## config.mk

```make
export PLATFORM = sky130hd
export DESIGN_NAME = lfi_sequencer
export DESIGN_NICKNAME = d
export VERILOG_FILES = /design/src/hw/lfi_pkg.sv /design/src/hw/lfi_tick_if.sv /design/src/hw/lfi_sequencer.sv /design/src/hw/lfi_timer.sv
export SDC_FILE = /design/constraint.sdc
export NUM_CORES = 1
export LEC_CHECK = 0
export ABC_AREA = 1
export BUFFER_PORTS_ARGS = -buffer_cell sky130_fd_sc_hd__buf_4
export CAP_MARGIN = 40
export CORE_UTILIZATION = 50
export DETAILED_ROUTE_END_ITERATION = 12
export PLACE_DENSITY_LB_ADDON = 0.2
export REMOVE_ABC_BUFFERS = 1
export SYNTH_ARGS = -nofsm -noshare
export SYNTH_HDL_FRONTEND = slang
export SYNTH_SLANG_ARGS = --single-unit
```

## constraint.sdc

```tcl
create_clock -name clock -period 1.8 [get_ports clock]
set_input_delay 0.27 -clock clock [delete_from_list [all_inputs] [get_ports clock]]
set_output_delay 0.27 -clock clock [all_outputs]
set_load 0.05 [all_outputs]
```

## src/hw/lfi_pkg.sv

```systemverilog
// constants and types shared by the ring isolation sequencer
//
// Contract
// - the node drives two isolation switch outputs, one per ring port, each able to cut its port off the ring.
// - each switch output belongs to exactly one port and opening it cuts only that port.
// - losing the controller heartbeat starts the isolation routine, but only while the routine is enabled.
// - entering isolation opens one port's switch and listens only on the port still connected.
// - with no heartbeat on the connected side the node reconnects it, opens the other port and listens there.
// - the node keeps alternating until a heartbeat is found or two hours of isolation have passed in total.
// - when the two hours expire both switches close and the routine is disabled.
// - after a timeout disable the routine is enabled again as soon as a heartbeat is received.
// - on a single break the nodes next to it keep the broken side open so traffic flows the other way.
// - the node sends its status report to the controller periodically in normal operation.
// - alarm and fault changes reach the controller within the update interval of one to three seconds.
package lfi_pkg;
    localparam int unsigned CLK_HZ = 10_000_000;
    // heartbeat period and loss threshold
    localparam int unsigned HB_PERIOD_MS = 1000;
    localparam int unsigned HB_MISS_LIMIT = 3;
    // listen dwell per side
    localparam int unsigned DWELL_MS = 2000;
    // cumulative isolation timeout, two hours
    localparam int unsigned ISO_TIMEOUT_S = 7200;
    // status report period and alarm update interval (1 s smallest ring, 3 s largest)
    localparam int unsigned STATUS_PERIOD_MS = 1000;
    localparam int unsigned UPDATE_MIN_S = 1;
    localparam int unsigned UPDATE_MAX_S = 3;
    // derived cycle counts
    localparam longint unsigned HB_PERIOD_CYC = longint'(HB_PERIOD_MS) * CLK_HZ / 1000;
    localparam longint unsigned DWELL_CYC = longint'(DWELL_MS) * CLK_HZ / 1000;
    localparam longint unsigned STATUS_CYC = longint'(STATUS_PERIOD_MS) * CLK_HZ / 1000;
    localparam longint unsigned UPDATE_MAX_CYC = longint'(UPDATE_MAX_S) * CLK_HZ;
    localparam longint unsigned SEC_CYC = CLK_HZ;
    // port indices
    localparam int unsigned PORT_A = 0;
    localparam int unsigned PORT_B = 1;
    localparam int unsigned N_PORTS = 2;
    // reset value of the enable
    localparam logic ISO_EN_RESET = 1'b1;

    typedef enum logic [1:0] {
        LFI_NORMAL,
        LFI_LISTEN_A,
        LFI_LISTEN_B,
        LFI_HOLD
    } lfi_state_t;
endpackage

```

## src/hw/lfi_tick_if.sv

```systemverilog
// carrier for the periodic ticks between the timer and the sequencer
`timescale 1ns/10ps
interface lfi_tick_if;
    logic sec_tick;
    logic status_tick;
    modport timer (output sec_tick, output status_tick);
    modport user (input sec_tick, input status_tick);
endinterface

```

## src/hw/lfi_sequencer.sv

```systemverilog
// ring fault isolation sequencer with status and alarm reporting
`timescale 1ns/10ps
module lfi_sequencer
    import lfi_pkg::*;
#(
    parameter longint unsigned HB_PERIOD_CYCLES = HB_PERIOD_CYC,
    parameter int unsigned HB_MISS = HB_MISS_LIMIT,
    parameter longint unsigned DWELL_CYCLES = DWELL_CYC,
    parameter int unsigned TIMEOUT_SECONDS = ISO_TIMEOUT_S,
    parameter longint unsigned SEC_CYCLES = SEC_CYC,
    parameter longint unsigned STATUS_CYCLES = STATUS_CYC
) (
    input wire logic clock,
    input wire logic reset_n,
    input wire logic clk_en,
    input wire logic hb_rx_a,
    input wire logic hb_rx_b,
    input wire logic alarm_change,
    output logic [1:0] iso_open,
    output logic iso_active,
    output logic iso_enabled,
    output logic hb_lost,
    output logic status_send,
    output logic alarm_send,
    input wire logic send_ack
);
    lfi_tick_if ticks ();
    lfi_state_t state_reg;
    logic [31:0] hb_cnt_reg;
    logic [7:0] miss_cnt_reg;
    logic [31:0] dwell_cnt_reg;
    logic [31:0] iso_sec_reg;
    logic iso_en_reg;
    logic [1:0] open_reg;
    logic status_pend_reg;
    logic alarm_pend_reg;
    logic hb_any;
    logic hb_seen;
    logic loss;
    logic dwell_done;
    logic timeout;

    lfi_timer #(
        .SEC_CYCLES(SEC_CYCLES),
        .STATUS_CYCLES(STATUS_CYCLES)
    ) u_timer (
        .clock(clock),
        .reset_n(reset_n),
        .clk_en(clk_en),
        .ticks(ticks.timer)
    );

    // heartbeat is only heard on a port whose switch is closed
    function automatic logic heard(input logic [1:0] open_v, input logic a, input logic b);
        heard = (a && !open_v[PORT_A]) || (b && !open_v[PORT_B]);
    endfunction

    assign hb_any = hb_rx_a || hb_rx_b;
    assign hb_seen = heard(open_reg, hb_rx_a, hb_rx_b);
    assign loss = (miss_cnt_reg >= 8'(HB_MISS));
    assign dwell_done = (dwell_cnt_reg >= 32'(DWELL_CYCLES - 1));
    assign timeout = (iso_sec_reg >= 32'(TIMEOUT_SECONDS));

    // heartbeat period counter, restarted by every heartbeat on a live port
    always_ff @(posedge clock or negedge reset_n) begin
        if (!reset_n) begin
            hb_cnt_reg <= 32'h0;
        end else if (clk_en) begin
            if (hb_seen || hb_cnt_reg >= 32'(HB_PERIOD_CYCLES - 1)) begin
                hb_cnt_reg <= 32'h0;
            end else begin
                hb_cnt_reg <= hb_cnt_reg + 32'h1;
            end
        end
    end

    // count of whole silent periods; saturates at the loss threshold
    always_ff @(posedge clock or negedge reset_n) begin
        if (!reset_n) begin
            miss_cnt_reg <= 8'h0;
        end else if (clk_en) begin
            if (hb_seen) begin
                miss_cnt_reg <= 8'h0;
            end else if (hb_cnt_reg >= 32'(HB_PERIOD_CYCLES - 1) && !loss) begin
                miss_cnt_reg <= miss_cnt_reg + 8'h1;
            end
        end
    end

    // main isolation state machine
    always_ff @(posedge clock or negedge reset_n) begin
        if (!reset_n) begin
            state_reg <= LFI_NORMAL;
            open_reg <= 2'h0;
        end else if (clk_en) begin
            unique case (state_reg)
                LFI_NORMAL: begin
                    // closed switches in normal; a break fixed earlier stays open in hold
                    if (loss && iso_en_reg) begin
                        state_reg <= LFI_LISTEN_A;
                        open_reg <= 2'b10;
                    end
                end
                LFI_LISTEN_A, LFI_LISTEN_B: begin
                    if (hb_seen) begin
                        state_reg <= LFI_HOLD;
                    end else if (timeout) begin
                        state_reg <= LFI_NORMAL;
                        open_reg <= 2'b00;
                    end else if (dwell_done) begin
                        // swap which side is cut, never both at once
                        state_reg <= (state_reg == LFI_LISTEN_A) ? LFI_LISTEN_B : LFI_LISTEN_A;
                        open_reg <= ~open_reg;
                    end
                end
                LFI_HOLD: begin
                    // the broken side stays cut; loss again restarts alternation
                    if (loss && iso_en_reg) begin
                        state_reg <= LFI_LISTEN_A;
                        open_reg <= 2'b10;
                    end
                end
            endcase
        end
    end

    // dwell timer per side
    always_ff @(posedge clock or negedge reset_n) begin
        if (!reset_n) begin
            dwell_cnt_reg <= 32'h0;
        end else if (clk_en) begin
            if ((state_reg != LFI_LISTEN_A && state_reg != LFI_LISTEN_B) || dwell_done || hb_seen) begin
                dwell_cnt_reg <= 32'h0;
            end else begin
                dwell_cnt_reg <= dwell_cnt_reg + 32'h1;
            end
        end
    end

    // cumulative isolation seconds; cleared when a heartbeat is found
    always_ff @(posedge clock or negedge reset_n) begin
        if (!reset_n) begin
            iso_sec_reg <= 32'h0;
        end else if (clk_en) begin
            // a heard beat clears at once, so a held side never carries stale seconds into a restart
            if (state_reg == LFI_NORMAL || state_reg == LFI_HOLD || hb_seen) begin
                iso_sec_reg <= 32'h0;
            end else if (ticks.sec_tick && !timeout) begin
                iso_sec_reg <= iso_sec_reg + 32'h1;
            end
        end
    end

    // routine enable: dropped on timeout, restored by any heartbeat
    always_ff @(posedge clock or negedge reset_n) begin
        if (!reset_n) begin
            iso_en_reg <= ISO_EN_RESET;
        end else if (clk_en) begin
            if (hb_any) begin
                iso_en_reg <= 1'b1;
            end else if ((state_reg == LFI_LISTEN_A || state_reg == LFI_LISTEN_B) && timeout) begin
                iso_en_reg <= 1'b0;
            end
        end
    end

    // status request raised each period, held until the link acknowledges
    always_ff @(posedge clock or negedge reset_n) begin
        if (!reset_n) begin
            status_pend_reg <= 1'b0;
        end else if (clk_en) begin
            if (ticks.status_tick) begin
                status_pend_reg <= 1'b1;
            end else if (send_ack) begin
                status_pend_reg <= 1'b0;
            end
        end
    end

    // alarm request raised at once on a change; a new change wins over the ack
    always_ff @(posedge clock or negedge reset_n) begin
        if (!reset_n) begin
            alarm_pend_reg <= 1'b0;
        end else if (clk_en) begin
            if (alarm_change) begin
                alarm_pend_reg <= 1'b1;
            end else if (send_ack) begin
                alarm_pend_reg <= 1'b0;
            end
        end
    end

    assign iso_open = open_reg;
    assign iso_active = (state_reg == LFI_LISTEN_A) || (state_reg == LFI_LISTEN_B);
    assign iso_enabled = iso_en_reg;
    assign hb_lost = loss;
    assign status_send = status_pend_reg;
    assign alarm_send = alarm_pend_reg;

    // never both switches open at once
    a_one_side_open: assert property (@(posedge clock) disable iff (!reset_n) open_reg != 2'b11)
        else $error("both isolation switches open");

    // loss while enabled opens port b and listens on port a
    a_loss_starts_iso: assert property (@(posedge clock) disable iff (!reset_n)
        clk_en && state_reg == LFI_NORMAL && loss && iso_en_reg |=> state_reg == LFI_LISTEN_A && open_reg == 2'b10)
        else $error("isolation did not start on heartbeat loss");

    a_disabled_no_start: assert property (@(posedge clock) disable iff (!reset_n)
        clk_en && state_reg == LFI_NORMAL && !iso_en_reg |=> state_reg == LFI_NORMAL)
        else $error("isolation started while disabled");

    a_dwell_swaps: assert property (@(posedge clock) disable iff (!reset_n)
        clk_en && iso_active && dwell_done && !hb_seen && !timeout |=> open_reg == ~$past(open_reg))
        else $error("switches did not alternate after dwell");

    // a beat on the cut port keeps the routine enabled, so only a silent timeout disables
    a_timeout_closes: assert property (@(posedge clock) disable iff (!reset_n)
        clk_en && iso_active && timeout && !hb_any |=> open_reg == 2'b00 && !iso_en_reg)
        else $error("timeout did not close switches and disable");

    a_hb_reenables: assert property (@(posedge clock) disable iff (!reset_n)
        clk_en && hb_any |=> iso_en_reg)
        else $error("heartbeat did not re-enable isolation");

    a_hb_freezes: assert property (@(posedge clock) disable iff (!reset_n)
        clk_en && iso_active && hb_seen |=> state_reg == LFI_HOLD && $stable(open_reg) && iso_sec_reg == 32'h0)
        else $error("heartbeat did not freeze isolation");

    a_status_req: assert property (@(posedge clock) disable iff (!reset_n)
        ticks.status_tick |=> status_send)
        else $error("status report not requested");

    a_alarm_req: assert property (@(posedge clock) disable iff (!reset_n)
        clk_en && alarm_change |=> alarm_send)
        else $error("alarm report not requested");

    a_while_dwell: assert property (@(posedge clock) disable iff (!reset_n)
        clk_en && iso_active && !dwell_done && !hb_seen && !timeout |=> $stable(open_reg))
        else $error("switch changed before dwell ended");

    // switch pattern follows the state: closed in normal, exactly one side cut otherwise
    a_normal_closed: assert property (@(posedge clock) disable iff (!reset_n)
        state_reg == LFI_NORMAL |-> open_reg == 2'b00)
        else $error("switch open in normal operation");

    a_listen_a_side: assert property (@(posedge clock) disable iff (!reset_n)
        state_reg == LFI_LISTEN_A |-> open_reg == 2'b10)
        else $error("wrong side cut while listening on port a");

    a_listen_b_side: assert property (@(posedge clock) disable iff (!reset_n)
        state_reg == LFI_LISTEN_B |-> open_reg == 2'b01)
        else $error("wrong side cut while listening on port b");

    a_hold_keeps_cut: assert property (@(posedge clock) disable iff (!reset_n)
        state_reg == LFI_HOLD |-> open_reg == 2'b01 || open_reg == 2'b10)
        else $error("hold lost its cut side");

    // a low enable freezes the sequence, so dwell and timeout count only enabled cycles
    a_freeze_holds: assert property (@(posedge clock) disable iff (!reset_n)
        !clk_en |=> $stable(state_reg) && $stable(open_reg) && $stable(dwell_cnt_reg) && $stable(iso_sec_reg))
        else $error("state moved while clock enable low");

    // counters stay inside their ranges; an overrun would stretch a dwell or the timeout
    a_miss_bounded: assert property (@(posedge clock) disable iff (!reset_n)
        miss_cnt_reg <= 8'(HB_MISS))
        else $error("miss count beyond threshold");

    a_dwell_bounded: assert property (@(posedge clock) disable iff (!reset_n)
        dwell_cnt_reg <= 32'(DWELL_CYCLES - 1))
        else $error("dwell count beyond its end");

    a_sec_bounded: assert property (@(posedge clock) disable iff (!reset_n)
        iso_sec_reg <= 32'(TIMEOUT_SECONDS))
        else $error("isolation seconds beyond timeout");

    // a whole silent period adds one miss, a heard beat clears the count
    a_miss_counts: assert property (@(posedge clock) disable iff (!reset_n)
        clk_en && !hb_seen && !loss && hb_cnt_reg >= 32'(HB_PERIOD_CYCLES - 1) |=> miss_cnt_reg == $past(miss_cnt_reg) + 8'h1)
        else $error("silent period not counted");

    a_miss_clears: assert property (@(posedge clock) disable iff (!reset_n)
        clk_en && hb_seen |=> miss_cnt_reg == 8'h0)
        else $error("heard beat did not clear miss count");

    // the enable drops only on a timeout while alternating
    a_en_drop_timeout: assert property (@(posedge clock) disable iff (!reset_n)
        clk_en && iso_en_reg && !(iso_active && timeout) |=> iso_en_reg)
        else $error("routine disabled without timeout");

    // pending reports stand until acknowledged; an ack with no new event clears them
    a_status_holds: assert property (@(posedge clock) disable iff (!reset_n)
        status_send && !send_ack |=> status_send)
        else $error("status report dropped without ack");

    a_alarm_holds: assert property (@(posedge clock) disable iff (!reset_n)
        alarm_send && !send_ack |=> alarm_send)
        else $error("alarm report dropped without ack");

    a_status_acked: assert property (@(posedge clock) disable iff (!reset_n)
        clk_en && send_ack && !ticks.status_tick |=> !status_send)
        else $error("status report not cleared by ack");

    a_alarm_acked: assert property (@(posedge clock) disable iff (!reset_n)
        clk_en && send_ack && !alarm_change |=> !alarm_send)
        else $error("alarm report not cleared by ack");
endmodule

```

## src/hw/lfi_timer.sv

```systemverilog
// free running prescaler giving one second and status report ticks
`timescale 1ns/10ps
module lfi_timer
    import lfi_pkg::*;
#(
    parameter longint unsigned SEC_CYCLES = SEC_CYC,
    parameter longint unsigned STATUS_CYCLES = STATUS_CYC
) (
    input wire logic clock,
    input wire logic reset_n,
    input wire logic clk_en,
    lfi_tick_if.timer ticks
);
    logic [31:0] sec_cnt_reg;
    logic [31:0] stat_cnt_reg;

    // one second prescaler
    always_ff @(posedge clock or negedge reset_n) begin
        if (!reset_n) begin
            sec_cnt_reg <= 32'h0;
        end else if (clk_en) begin
            if (sec_cnt_reg >= 32'(SEC_CYCLES - 1)) begin
                sec_cnt_reg <= 32'h0;
            end else begin
                sec_cnt_reg <= sec_cnt_reg + 32'h1;
            end
        end
    end

    // status report prescaler
    always_ff @(posedge clock or negedge reset_n) begin
        if (!reset_n) begin
            stat_cnt_reg <= 32'h0;
        end else if (clk_en) begin
            if (stat_cnt_reg >= 32'(STATUS_CYCLES - 1)) begin
                stat_cnt_reg <= 32'h0;
            end else begin
                stat_cnt_reg <= stat_cnt_reg + 32'h1;
            end
        end
    end

    // ticks are qualified by the enable so a frozen block sees none
    assign ticks.sec_tick = clk_en && (sec_cnt_reg == 32'(SEC_CYCLES - 1));
    assign ticks.status_tick = clk_en && (stat_cnt_reg == 32'(STATUS_CYCLES - 1));
endmodule

```

==> metrics, run 1 <==
Period minus WS final around 1700 ps; worst hold path type in2reg; via count 7331; worst ir drop on vdd 1.05 mV; Post-Place Cells between 1000 and 1500; Sequential Area between 4000 and 5000 um2; final WL approximately 18000 um; Critical Path Fanout Max 7; Die H around 140 um; share of layout cells above drive strength 1 between 15 and 20%; Layout Skew a little over 10 ps; Startpoint Class flip-flop; Post-Syn Instances approximately 1200; cell depth of the worst flop-to-flop path 13; Iter 0 DRT Violations ~460; Synth Flop Type dfrtp_1; Least-Margin Pin Slew around 560 ps; Final ANT Viol Nets 0; Synth warnings 0; sequential share of power a little over two fifths; antenna cell count 0; Initial Util around half; Tcrit/Tclk final a little over nine tenths; RSZ-0062 raised after global routing yes; GR Util All Layers a little over a fifth; critical path class reg2reg; CP required 2120 ps; status finished clean; Post-Syn Area 9210 um2; Final Setup Violations 0; PortBufs 13; Switch Pwr around 3.1 mW; final instance area around 11000 um2; CTS Buffer Depth 2; clock latency on the worst-skew pair between 400 and 500 ps; IO Pins 14; CTS sink cnt about 180; grt ovf 0; TritonCTS Buffers 17; worst hold path depth 2; switching part of the total a little under a third; Pint slightly above 7 mW; area of the multi-input gates 4100 um2; vias in the first global route between 6000 and 7000; Final Wtd Congestion 0.844; H-tree Lvls 4; Synth top area share around 47%; pwr/cell area roughly 950 nW/um2; Rows between 40 and 50; Seq/Total Area, Yosys 47.6%; Placeable Area ~18000 um2; synth unique cells 43; die area between 15000 and 20000 um2; max-slew violation count 0; Placement Setup Slack between 20 and 30 ps; initial antenna violation count 0; Post-Layout Cell Count approximately 1500; number of synthesized flops with an enable pin 0; Post-DP Area a little under 10000 um2; Layout area overhead 16.2%; CTS tree done; Gate power share between 20% and 30%; # Max-Cap Violations 0; first-pass GRT wire length around 31000 um; Root Buffer clkbuf_16; nets between 1000 and 1500; number of synthesized register bits 175; Remaining DRCs 0; clock share of power a little over a third; fillers around 1600; Synth area leader dfrtp_1; largest net degree at the start of global routing 55; final hold violations 0; Final WS setup just over 60 ps; Finished Core Util between 50% and 60%; hpwl dp 13000 um; Max-Slew Margin vs Limit 62.7%; Worst Setup End Kind flip-flop; clk slew on worst S/H paths around 60 ps; first-pass detailed-route iteration total 5; Vias/cell slightly below 5; WL/cell 12.4 um; ys async rst share 100%; Leak around 5.2 nW; Critical Path AT between 2000 and 2500 ps; Die X roughly 140 um; f_max around 0.57 GHz; top cells by area, synth dfrtp_1, nand2_1, nor2_1; Synth Area per Inst slightly below 8 um2
[path summary, 6_finish.rpt]
path / endpoint / slack (ps) / start
max: hb_cnt_reg[0]$_DFFE_PN0P_ / 60 / hb_cnt_reg[0]$_DFFE_PN0P_
min: alarm_send$_DFFE_PN0P_ / 80 / alarm_change
max reg2reg: hb_cnt_reg[0]$_DFFE_PN0P_ / 60 / hb_cnt_reg[0]$_DFFE_PN0P_
min reg2reg: miss_cnt_reg[7]$_DFFE_PN0P_ / 470 / miss_cnt_reg[7]$_DFFE_PN0P_
max in group asynchronous: iso_enabled$_DFFE_PN1P_ / 780 / reset_n
min in group asynchronous: u_timer.stat_cnt_reg[12]$_DFFE_PN0P_ / 390 / reset_n
[kinds of logic after synthesis]
kind of cell               after synthesis  share of synthesized area [%]
and+or+nand+nor                        654                           31.7
buffers and inverters                  208                           9.26
adders and majority gates                8                           1.09
xor gates and xnor gates                68                           6.47
AOI/OAI and AO/OA                       63                           3.94
DFF                                    175                           47.6
[per-layer routing]
metal  part of all wire [%]  global-route usage, %  wire [um]  vias up
met2                     48                   34.9       8910       73
met5                      0                      0          0        -
met3                    2.3                   4.16        424       14
met1                     48                   27.2       8890     3456
li1                       -                      -          -     3788
met4                    1.2                   7.26        213        0
[placed cells by master (no fill, tap or decap), types with 4 or more instances in the layout]
cell / n
ha_2: 5
nor3_1: 27
inv_1: 166
buf_6: 6
dfrtp_1: 174
nor2_2: 11
nand3_2: 4
buf_12: 6
xor2_1: 52
nand2_2: 14
inv_2: 12
nand3_1: 81
o21ai_0: 17
o21bai_1: 4
nor3_2: 9
nor2_4: 9
xnor2_1: 16
nand4_1: 34
nand2_1: 243
o21ai_1: 4
nor2_1: 201
clkbuf_16: 17
a21oi_1: 26
buf_4: 58
[power groups by stage]
| stage | registers, mW | clock network, mW | logic, mW |
|---|---|---|---|
| 3_5_place_dp | 4.52 | 0 | 1.85 |
| 6_report | 4.46 | 3.57 | 2.12 |
| 4_1_cts | 4.45 | 3.67 | 1.91 |
| 5_1_grt | 4.50 | 3.84 | 2.38 |
| 2_1_floorplan | 4.55 | 0 | 1.09 |
| 3_3_place_gp | 4.51 | 0 | 1.82 |
[worst max-delay path, cell delays in order, from the launching register on]
cell and delay, ps:
dfrtp_1 380, ha_2 200, nand2_2 60, nor2_4 140
nand2_2 70, o21bai_1 160, nand2_1 70, nand2_1 90
nand2_2 70, nand2_4 130, buf_6 140, nor2_2 30
nand2_1 40, nand2_1 50
[cell type report]
| cell class | instances | share of cell area, % |
|---|---|---|
| repair buffers | 73 | 6.20 |
| multi-input cells | 793 | 38.4 |
| clock inverters | 10 | 0.971 |
| well taps | 229 | 2.68 |
| clock buffers | 22 | 4.43 |
| inverters | 180 | 6.39 |
| flip-flops and latches | 175 | 41.0 |
[what timing repair did]
action                                  in CTS  in global routing
resized for setup                            5                 50
hold buffers                                 1                  0
endpoints found under the hold margin       46                  0
endpoints found under the setup margin       2                130
pin swaps                                    2                 14
setup buffers                                2                  9
[cells in the mapped netlist, types with 2 or more instances]
master and number:
o22ai_1 2, nor3b_1 4, nor4_2 2, buf_2 12
o21bai_1 4, nor3_2 7, o21ai_1 4, inv_2 9
nand2_1 250, nand2_4 2, or2_2 3, nand3_1 83
nor4_1 4, nand3_2 3, xnor2_1 16, a21oi_1 26
dfrtp_1 174, o21ai_0 18, buf_4 5, nand3b_1 2
nor2_1 207, a21oi_2 2, xor2_1 52, nor3_1 29
nand4_1 34, nor2_2 10, inv_1 171, buf_6 5
nand2_2 8, clkbuf_1 4, buf_1 2, nor2_4 4
ha_1 8
[per-stage QoR]
stage / total power [mW] / TNS, ps / hold WS [ps]
2_1_floorplan: 5.64 / -11530 / -25.6
3_3_place_gp: 6.34 / 0 / 286
3_5_place_dp: 6.37 / 0 / 288
4_1_cts: 10.0 / 0 / 66.3
5_1_grt: 10.7 / -1480 / 67.6
6_report: 10.2 / 0 / 79.8
Note: power is estimated with default switching activity, not from simulation.
==> run 2: changes to the inputs <==
--- a/config.mk
+++ b/config.mk
@@ -5,7 +5,6 @@
 export SDC_FILE = /design/constraint.sdc
 export NUM_CORES = 1
 export LEC_CHECK = 0
-export ABC_AREA = 1
 export BUFFER_PORTS_ARGS = -buffer_cell sky130_fd_sc_hd__buf_4
 export CAP_MARGIN = 40
 export CORE_UTILIZATION = 50
==> metrics, run 2 <==
Iter 0 DRT Violations 462 (+0.87%); worst ir drop on vdd 0.788 mV (-25%); # Max-Cap Violations 0 (unchanged); CTS tree done; Max-Slew Margin vs Limit 63.0% (+0.28 points); nets 1185 (-5.6%); via count 8027 (+9.5%); Placement Setup Slack -436 ps (-464 ps); vias in the first global route 7781 (+12%); TritonCTS Buffers 17 (unchanged); first-pass GRT wire length 36900 um (+18%); most common cell after layout, fill and taps aside buf_4; Post-DP Area 10600 um2 (+7.1%); final WL 24500 um (+33%); Placeable Area 16800 um2 (-6.7%); Least-Margin Pin Slew 553 ps (-5.90 ps); clk slew on worst S/H paths 70 ps (about the same); Synth top area share 49.8% (+2.5 points); clock latency on the worst-skew pair 430 ps (about the same); Critical Path AT 2560 ps (+500 ps); number of synthesized register bits 175 (unchanged); PortBufs 13 (unchanged); Seq/Total Area, Yosys 50.1% (+2.5 points); cell depth of the worst flop-to-flop path 7 (-6); final hold violations 0 (unchanged); Final ANT Viol Nets 0 (unchanged); grt ovf 0 (unchanged); most frequent cells in the layout buf_4, dfrtp_1, nand2_1; Period minus WS final 2190 ps (+450 ps); Vias/cell 5.72 (+16%); synth unique cells 63 (+47%); largest net degree at the start of global routing 48 (-13%); count leader, synth dfrtp_1; die area 18000 um2 (-4.9%); Leak 5.77 nW (+10%); worst hold path depth 2 (unchanged); Post-Place Cells 1327 (-7.7%); final instance area 12900 um2 (+21%); Layout area overhead 47.7%; antenna cell count 0 (unchanged); CTS sink cnt 175 (unchanged); Layout Skew 6.53 ps (-3.58 ps); GR Util All Layers 25.6% (+4.6 points); Final Setup Violations 120 (+120); Synth Area per Inst 9.43 um2 (+20%); Post-synth top cells dfrtp_1, nor2_1, nand2_1; max-slew violation count 0 (unchanged); Tcrit/Tclk final 122% (+25 points); Die X 134 um (-2.5%); ys async rst share 100% (unchanged); top cells by area, synth dfrtp_1, nor2_1, xor2_1; pwr/cell area 877 nW/um2 (-7.6%); initial antenna violation count 0 (unchanged); RSZ-0062 raised after global routing yes; Initial Util 52.0% (+0.95 points); Worst Setup End Kind flip-flop; Synth area leader dfrtp_1; Synth warnings 0 (unchanged); share of layout cells above drive strength 1 40.7% (+26 points); critical path class reg2reg; Critical Path Fanout Max 4 (-3); number of synthesized flops with an enable pin 0 (unchanged); WL/cell 17.5 um (+40%); Remaining DRCs 0 (unchanged); fillers 1089 (-31%); Finished Core Util 76.8% (+17 points); Synth Flop Type dfrtp_1; Root Buffer clkbuf_16; worst hold path type in2reg; Rows 47 (-4.1%); IO Pins 14 (unchanged); Post-Syn Instances 928 (-21%); f_max 0.457 GHz (-21%); Startpoint Class flip-flop; Post-Syn Area 8750 um2 (-5.0%); CTS Buffer Depth 2 (unchanged); hpwl dp 14100 um (+8.2%); Final Wtd Congestion 0.871 (+3.2%); failing checks setup timing; Post-Layout Cell Count 1403 (-5.3%); setup_tns -20340 ps (-20340 ps); status finished, violations left; Die H 134 um (-2.5%); H-tree Lvls 4 (unchanged); CP required 2170 ps (+50 ps); first-pass detailed-route iteration total 7 (+2); Final WS setup -389 ps (-450 ps)
## run 2: timing repair
item | CTS | global route
setup buffers | 12 | 22
gates resized for setup | 113 | 203
hold endpoints to repair | 37 | 0
cloned | 2 | 9
hold buffers | 1 | 0
pin swaps | 61 | 89
setup endpoints to repair | 149 | 166
## run 2: final timing paths
check / startpoint / slack [ps] / end
setup / recovery: iso_sec_reg[8]$_DFFE_PN0P_ / -390 / state_reg[1]$_DFFE_PN0P_
hold / removal: alarm_change / 70 / alarm_send$_DFFE_PN0P_
setup reg to reg: iso_sec_reg[8]$_DFFE_PN0P_ / -390 / state_reg[1]$_DFFE_PN0P_
hold reg to reg: iso_sec_reg[17]$_DFFE_PN0P_ / 480 / iso_sec_reg[17]$_DFFE_PN0P_
max in group asynchronous: reset_n / 820 / iso_enabled$_DFFE_PN1P_
min in group asynchronous: reset_n / 340 / u_timer.sec_cnt_reg[16]$_DFFE_PN0P_
## run 2: logic make-up (layout without fill, tap and decap cells)
logic type / count (synthesis) / in the layout / share of synthesized area [%]
AOI/OAI and AO/OA: 123 / 123 / 9.44
xor gates and xnor gates: 78 / 78 / 7.81
adders and majority gates: 8 / 8 / 1.14
buffers and inverters: 51 / 306 / 2.32
DFF: 175 / 175 / 50.1
muxes: 7 / 7 / 0.844
and+or+nand+nor: 486 / 486 / 28.4
## run 2: area by class of cell
type	instances	area [um2]	share of cell area (%)
Clock inverter	13	151	1.17
Multi-Input combinational cell	702	5300	41.0
Tap cell	220	275	2.13
Sequential cell	175	4380	33.9
Timing Repair Buffer	253	2280	17.6
Inverter	21	78.8	0.610
Clock buffer	19	453	3.51
## run 2: per-stage QoR
step / power [mW] / hold WS, ps
2_1_floorplan: 5.50 / -25.6
3_5_place_dp: 6.69 / 227
4_1_cts: 10.9 / 55.4
6_report: 11.3 / 65.5
3_3_place_gp: 6.65 / 227
5_1_grt: 11.8 / 62.2
## run 2: worst max-delay path: stages, from the launching register on
cell	delay, ps
dfrtp_1	370
or4_4	530
o2111ai_2	220
nor3b_4	290
buf_4	190
a21oi_1	80
a2111oi_2	330
a21o_1	120
## run 2: power by group
group          switching (mW)  internal, mW  leakage (nW)
registers               0.161          4.16          2.38
logic                    1.73          1.48          3.09
clock network            1.65          2.15         0.289
total                    3.54          7.79          5.77
## run 2: routing by layer
metal / vias to the layer above / track usage (%) / wire length (um)
met2: 227 / 41.6 / 12400
li1: 3778 / - / -
met4: 0 / 8.80 / 647
met5: - / 0 / 0
met1: 3965 / 34.5 / 10300
met3: 57 / 4.61 / 1200
